--- config.mk ---
export PLATFORM = sky130hd
export DESIGN_NAME = energy_detect_power_control
export DESIGN_NICKNAME = d
export VERILOG_FILES = /design/src/hdl/edpc_pkg.sv /design/src/hdl/energy_detect_power_control.sv
export VERILOG_INCLUDE_DIRS = /design/src /design/src/hdl
export SDC_FILE = /design/constraint.sdc
export NUM_CORES = 1
export LEC_CHECK = 0
export BUFFER_PORTS_ARGS = -buffer_cell sky130_fd_sc_hd__buf_2
export CORE_ASPECT_RATIO = 0.75
export CORE_MARGIN = 2
export CORE_UTILIZATION = 41
export CTS_BUF_LIST = sky130_fd_sc_hd__clkbuf_2 sky130_fd_sc_hd__clkbuf_4 sky130_fd_sc_hd__clkbuf_8
export CTS_CLUSTER_SIZE = 10
export DETAILED_ROUTE_END_ITERATION = 10
export PLACE_DENSITY = 0.63
export REMOVE_ABC_BUFFERS = 1
export SLEW_MARGIN = 15
export SYNTH_ARGS = -nofsm -noshare
export SYNTH_HDL_FRONTEND = slang
export SYNTH_SLANG_ARGS = --single-unit
--- constraint.sdc ---
create_clock -name core_clk -period 2.2 [get_ports core_clk]
set_clock_uncertainty 0.15 [all_clocks]
set_input_delay 0.66 -clock core_clk [delete_from_list [all_inputs] [get_ports core_clk]]
set_output_delay 0.66 -clock core_clk [all_outputs]
set_load 0.01 [all_outputs]
--- src/hdl/edpc_params.svh ---
`ifndef EDPC_PARAMS_SVH
`define EDPC_PARAMS_SVH
// Register location in the management space
`define EDPC_REG_ADDR 5'h1D
// Field positions
`define EDPC_BIT_ENABLE 15
`define EDPC_BIT_AUTO_WAKE 14
`define EDPC_BIT_AUTO_SLEEP 13
`define EDPC_BIT_MANUAL 12
`define EDPC_BIT_BURST_DIS 11
`define EDPC_BIT_PWR_STATE 10
`define EDPC_BIT_ERR_MET 9
`define EDPC_BIT_DATA_MET 8
`define EDPC_ERR_HI 7
`define EDPC_ERR_LO 4
`define EDPC_DATA_HI 3
`define EDPC_DATA_LO 0
// Reset values
`define EDPC_RST_ENABLE 1'h0
`define EDPC_RST_AUTO_WAKE 1'h1
`define EDPC_RST_AUTO_SLEEP 1'h1
`define EDPC_RST_BURST_DIS 1'h0
`define EDPC_RST_ERR_THR 4'h1
`define EDPC_RST_DATA_THR 4'h1
// Timing: idle time before counters reset, and clock rate
`define EDPC_IDLE_MS 2000
`define EDPC_CLK_KHZ 20000
`define EDPC_IDLE_CYCLES (`EDPC_IDLE_MS * `EDPC_CLK_KHZ)
// Pulses per burst
`define EDPC_BURST_LEN 4
`endif

--- src/hdl/edpc_pkg.sv ---
package edpc_pkg;
    // Register access request from the management port
    typedef struct packed {
        logic wrEn;
        logic rdEn;
        logic [4:0] addr;
        logic [15:0] wrData;
    } edpc_req_t;
    // Raw events from the analog energy sense front end
    typedef struct packed {
        logic dataEvent;
        logic errEvent;
        logic noEnergy;
    } edpc_sense_t;
    typedef enum logic [1:0] {
        EDPC_DOWN,
        EDPC_UP
    } edpc_pwr_t;
endpackage

--- src/hdl/energy_detect_power_control.sv ---
`timescale 1ns/100ps
`default_nettype none
`include "edpc_params.svh"
module energy_detect_power_control #(
    parameter int IDLE_CYCLES = `EDPC_IDLE_CYCLES
) (
    // Clock and reset
    input wire logic core_clk,
    input wire logic sys_rst,
    // Management register access, same clock domain
    input wire edpc_pkg::edpc_req_t regReq,
    output logic [15:0] rdData,
    // Energy sense events from the line, asynchronous
    input wire edpc_pkg::edpc_sense_t senseIn,
    // Line driver control
    output logic lineDriverOn,
    output logic pulseOut
);
    import edpc_pkg::*;

    localparam int CW = $clog2(IDLE_CYCLES + 1);

    // Two-stage synchronisers for the sense inputs
    edpc_sense_t syncA, syncB, syncPrev;
    always_ff @(posedge core_clk) begin
        if (sys_rst) begin
            syncA <= '0;
            syncB <= '0;
            syncPrev <= '0;
        end else begin
            syncA <= senseIn;
            syncB <= syncA;
            syncPrev <= syncB;
        end
    end
    // Rising edges taken from the second stage only
    logic dataEv, errEv, noEnergy;
    assign dataEv = syncB.dataEvent & ~syncPrev.dataEvent;
    assign errEv = syncB.errEvent & ~syncPrev.errEvent;
    assign noEnergy = syncB.noEnergy;

    // Register state
    logic enable, autoWake, autoSleep, burstDis, errMet, dataMet;
    logic [3:0] errThr, dataThr;
    logic next_enable, next_autoWake, next_autoSleep, next_burstDis;
    logic next_errMet, next_dataMet;
    logic [3:0] next_errThr, next_dataThr;
    // Power state and counters
    edpc_pwr_t pwr, next_pwr;
    logic [3:0] dataCnt, errCnt, next_dataCnt, next_errCnt;
    logic [CW-1:0] idleCnt, next_idleCnt;
    logic [2:0] pulsesLeft, next_pulsesLeft;
    logic pulse, next_pulse;

    logic hit, wr, rd, manual, dataReach, errReach, idleExpired;
    assign hit = (regReq.addr == `EDPC_REG_ADDR);
    assign wr = hit & regReq.wrEn;
    assign rd = hit & regReq.rdEn;
    // Self-clearing: acts in the write cycle only, never stored
    assign manual = wr & regReq.wrData[`EDPC_BIT_MANUAL];
    assign dataReach = dataEv && ({1'b0, dataCnt} + 5'h01 >= {1'b0, dataThr});
    assign errReach = errEv && ({1'b0, errCnt} + 5'h01 >= {1'b0, errThr});
    assign idleExpired = (idleCnt >= CW'(IDLE_CYCLES - 1));

    // Next-state logic for registers, counters and power state
    always_comb begin
        next_enable = enable;
        next_autoWake = autoWake;
        next_autoSleep = autoSleep;
        next_burstDis = burstDis;
        next_errThr = errThr;
        next_dataThr = dataThr;
        if (wr) begin
            next_enable = regReq.wrData[`EDPC_BIT_ENABLE];
            next_autoWake = regReq.wrData[`EDPC_BIT_AUTO_WAKE];
            next_autoSleep = regReq.wrData[`EDPC_BIT_AUTO_SLEEP];
            next_burstDis = regReq.wrData[`EDPC_BIT_BURST_DIS];
            next_errThr = regReq.wrData[`EDPC_ERR_HI:`EDPC_ERR_LO];
            next_dataThr = regReq.wrData[`EDPC_DATA_HI:`EDPC_DATA_LO];
        end
        // Clear on read first, so a same-cycle event still sets the flag
        next_errMet = rd ? 1'b0 : errMet;
        next_dataMet = rd ? 1'b0 : dataMet;
        next_dataCnt = dataCnt;
        next_errCnt = errCnt;
        next_idleCnt = idleCnt;
        next_pwr = pwr;
        if (enable) begin
            // Counting saturates at 4'hF rather than wrapping past it
            if (dataEv && dataCnt != 4'hF) begin
                next_dataCnt = dataCnt + 4'h1;
            end
            if (errEv && errCnt != 4'hF) begin
                next_errCnt = errCnt + 4'h1;
            end
            if (errReach) begin
                next_errMet = 1'b1;
            end
            if (dataReach) begin
                next_dataMet = 1'b1;
            end
            // Idle timer restarts on any data event
            if (dataEv) begin
                next_idleCnt = '0;
            end else if (idleExpired) begin
                next_idleCnt = '0;
                next_dataCnt = 4'h0;
                next_errCnt = 4'h0;
            end else begin
                next_idleCnt = idleCnt + CW'(1);
            end
            // Manual request beats thresholds and timers
            if (manual) begin
                next_pwr = (pwr == EDPC_UP) ? EDPC_DOWN : EDPC_UP;
            end else if (pwr == EDPC_DOWN && autoWake && dataReach) begin
                next_pwr = EDPC_UP;
            end else if (pwr == EDPC_UP && autoSleep && noEnergy) begin
                next_pwr = EDPC_DOWN;
            end
        end else begin
            // Disabled: driver forced up, counters hold, idle timer kept at zero
            next_pwr = EDPC_UP;
            next_idleCnt = '0;
        end
    end

    // Burst of pulses each time the driver goes up while enabled; one pulse per two cycles
    always_comb begin
        next_pulsesLeft = pulsesLeft;
        next_pulse = 1'b0;
        if (enable && pwr == EDPC_DOWN && next_pwr == EDPC_UP) begin
            next_pulsesLeft = burstDis ? 3'h1 : 3'(`EDPC_BURST_LEN);
        end else if (pulsesLeft != 3'h0 && !pulse) begin
            next_pulse = 1'b1;
            next_pulsesLeft = pulsesLeft - 3'h1;
        end
    end

    // Register all state
    always_ff @(posedge core_clk) begin
        if (sys_rst) begin
            enable <= `EDPC_RST_ENABLE;
            autoWake <= `EDPC_RST_AUTO_WAKE;
            autoSleep <= `EDPC_RST_AUTO_SLEEP;
            burstDis <= `EDPC_RST_BURST_DIS;
            errThr <= `EDPC_RST_ERR_THR;
            dataThr <= `EDPC_RST_DATA_THR;
            errMet <= 1'b0;
            dataMet <= 1'b0;
            dataCnt <= 4'h0;
            errCnt <= 4'h0;
            idleCnt <= '0;
            pwr <= EDPC_UP;
            pulsesLeft <= 3'h0;
            pulse <= 1'b0;
        end else begin
            enable <= next_enable;
            autoWake <= next_autoWake;
            autoSleep <= next_autoSleep;
            burstDis <= next_burstDis;
            errThr <= next_errThr;
            dataThr <= next_dataThr;
            errMet <= next_errMet;
            dataMet <= next_dataMet;
            dataCnt <= next_dataCnt;
            errCnt <= next_errCnt;
            idleCnt <= next_idleCnt;
            pwr <= next_pwr;
            pulsesLeft <= next_pulsesLeft;
            pulse <= next_pulse;
        end
    end

    // Read data registered one cycle after the read strobe
    logic [15:0] readWord;
    always_comb begin
        readWord = '0;
        readWord[`EDPC_BIT_ENABLE] = enable;
        readWord[`EDPC_BIT_AUTO_WAKE] = autoWake;
        readWord[`EDPC_BIT_AUTO_SLEEP] = autoSleep;
        readWord[`EDPC_BIT_BURST_DIS] = burstDis;
        readWord[`EDPC_BIT_PWR_STATE] = (pwr == EDPC_UP);
        readWord[`EDPC_BIT_ERR_MET] = errMet;
        readWord[`EDPC_BIT_DATA_MET] = dataMet;
        readWord[`EDPC_ERR_HI:`EDPC_ERR_LO] = errThr;
        readWord[`EDPC_DATA_HI:`EDPC_DATA_LO] = dataThr;
    end
    always_ff @(posedge core_clk) begin
        if (sys_rst) begin
            rdData <= 16'h0000;
        end else begin
            rdData <= rd ? readWord : rdData;
        end
    end

    assign lineDriverOn = (pwr == EDPC_UP);
    assign pulseOut = pulse;
endmodule
`default_nettype wire

==> flow_summary.yaml <==
clocking:
  clock-root-buffer: "clkbuf_8"
  numCtsBuffers: 9
  cts_tree: "done"
  cts_num_sinks: 77
  cts_hold_buffers: 0
  htreeDepth: 3
  clock_path_buffers: 2
  clk_latency_ps: 360
  clkTransAtPathRegs_ps: 70
synthesis:
  syn_inst: 403
  yosysSeqAreaShare_pct: 45.2
  yosysTopAreaCell: "dfxtp_1"
  synth_edf_count: 0
  ys.flop_type: "dfxtp_1"
  synth.distinct_cells: 44
  synth_common_cells: "dfxtp_1 (77), nand2_1 (74), a21oi_1 (37), nor2_1 (37), nand3_1 (22)"
  yosys-top-cells-area: "dfxtp_1 (45%), nand2_1 (8.1%), a21oi_1 (5.4%)"
  synthArstFlopShare_pct: 0
  ys_seq_elements: 77
  avgSynthCellArea_um2: 8.46
  synth_area_mm2: 0.00341
  yosysMostFrequentCell: "dfxtp_1"
  ys_warn_count: 0
  synth_top_area_share_pct: 45.2
floorplanning:
  start_util_pct: 42.7
  dieArea_mm2: 0.00907
  die_w_um: 109
  rows: 28
  core-area_mm2: 0.00799
  io_pins: 46
  die_y_um: 83.0
timing:
  setup_tns_ps: 0
  slew_violations: 0
  post-route-min-period_ps: 2140
  worst_pin_slew_ps: 597
  min_period_over_period_pct: 97.2
  maxSlewHeadroom_pct: 60.1
  setup_viol: 0
  fmax_ghz: 0.468
  hold_viol: 0
  holdWs_ps: 290
  setup_ws_ps: 62.2
global_routing:
  antenna_found_initial: 1
  grt_overflow: 0
  grt_pass1_vias: 2799
  grtUsageTotal_pct: 16.8
  grt_max_degree: 24
  grt_pass1_wl_mm: 12.2
finish:
  areaGrowthSynthToFinish_pct: 21.6
  final_cells: 577
  stdcell_area_mm2: 0.00415
  fin_nets: 508
  diodes: 0
  final_util_pct: 51.9
  drive_gt1_share_pct: 22.0
detailed_routing:
  viasPerCell: 5.05
  wl_per_cell_um: 12.5
  vias: 2911
  drc_errors: 0
  firstDrtPassIters: 4
  drt_iter0_markers: 122
  ant_nets: 0
  wl_mm: 7.22
place:
  dpl-instance-area_mm2: 0.00383
  place_hpwl_mm: 5.10
  globalplace.congestion: 0.823
  dp_cells: 557
  io_buffers: 41
  pre_cts_slack_ps: -64.9
critical_path:
  crit_arrival_ps: 2220
  worstPathMaxFanout: 4
  cp.required_ps: 2290
  endpoint_kind: "flip-flop"
  critPathKind: "reg2reg"
  startpoint_type: "flip-flop"
pwr:
  finalPower_mw: 2.93
  p_leak_nw: 1.62
  switchingPower_mw: 0.672
  swShare_pct: 22.9
  combPwrFrac_pct: 10.0
  pwr-share-seq_pct: 49.7
  p_int_mw: 2.26
  irDropWorstVdd_mv: 0.513
  p_per_area_mw_per_mm2: 707
  clockPowerShare_pct: 40.2
hold_path:
  hold_path.class: "reg2reg"
run_status:
  status: "finished clean"
flow_run:
  cap_violations: 0
==> cell type report <==
class / count / area (µm²)
Timing Repair Buffer: 65 / 385
Clock buffer: 12 / 146
Multi-Input combinational cell: 301 / 1820
Inverter: 13 / 48.8
Fill cell: 761 / 3840
Tap cell: 105 / 131
Sequential cell: 77 / 1550
Clock inverter: 4 / 72.6
==> cell usage in the layout (no fill, tap or decap), types with 2 or more instances in the layout <==
cell type / Yosys / layout
nand2_1: 74 / 74
dfxtp_1: 77 / 73
buf_2: 0 / 41
nor2_1: 37 / 37
a21oi_1: 37 / 36
buf_4: 1 / 24
nand3_1: 22 / 22
xor2_1: 21 / 21
nor2b_1: 15 / 15
inv_1: 13 / 13
ha_1: 13 / 13
o21ai_0: 15 / 12
clkbuf_8: 1 / 9
xnor2_1: 8 / 8
nand2b_1: 7 / 7
nand4_1: 6 / 6
and2_1: 5 / 5
and3_1: 5 / 5
dfxtp_2: 0 / 4
nor3b_1: 3 / 3
and4_1: 3 / 3
clkbuf_4: 0 / 3
a31o_2: 2 / 2
o21ai_1: 0 / 2
or4_4: 0 / 2
a41oi_1: 2 / 2
nor3_4: 0 / 2
a211oi_1: 2 / 2
nand2_4: 1 / 2
and3_2: 2 / 2
bufinv_16: 0 / 2
==> per-layer routing <==
layer  global-route usage (%)  vias to the layer above  wire length (µm)
li1                         -                     1487                 -
met4                     5.64                        2                46
met5                        0                        -                13
met1                     22.0                     1371              3560
met2                     25.8                       44              3240
met3                     5.81                        7               358
==> power groups by stage <==
stage / Clock, mW / Sequential [mW] / Combinational [mW]
2_1_floorplan: 0 / 1.49 / 0.188
3_3_place_gp: 0 / 1.49 / 0.262
3_5_place_dp: 0 / 1.49 / 0.270
4_1_cts: 1.22 / 1.46 / 0.274
5_1_grt: 1.28 / 1.46 / 0.338
6_report: 1.18 / 1.46 / 0.294
==> state kept, by name, indices dropped and copies added, names as in the netlist, 2 cells and up <==
register	count
errCnt	4
rdData	15
dataThr	4
syncB	2
errThr	4
dataCnt	4
pulsesLeft	3
syncA	3
syncPrev	2
pwr	2
idleCnt	26
==> cells by family after synthesis <==
group,count (synthesis),share of synthesized area [%]
simple gates,189,26.7
flops,77,45.2
compound gates,67,11.9
xor+xnor,29,7.45
buf+inv,27,3.82
fa+ha+maj,13,4.77
other cells,1,0.110
==> path summary, 6_finish.rpt <==
| path | startpoint | to | slack (ps) | depth (start not counted) |
|---|---|---|---|---|
| max reg2reg | idleCnt[19] | dataCnt[3] | 60 | 7 |
| max | idleCnt[19] | dataCnt[3] | 60 | 7 |
| min | syncA[0] | noEnergy | 290 | 1 |
| min reg2reg | syncA[0] | noEnergy | 290 | 1 |
==> worst max-delay path: stages (launching register included) <==
cell and delay (ps):
dfxtp_1 310, or3_1 410, or4_4 470, nor3_4 220
nor3_4 60, buf_4 160, o21ai_0 150, a21oi_1 80
==> repair_timing <==
action                                  CTS  global route
cloned                                    1             1
pin swaps                                 1             4
setup buffers                             0             2
gates resized for setup                   6            14
endpoints found under the setup margin   28            37
Note: power is estimated with default switching activity, not from simulation.
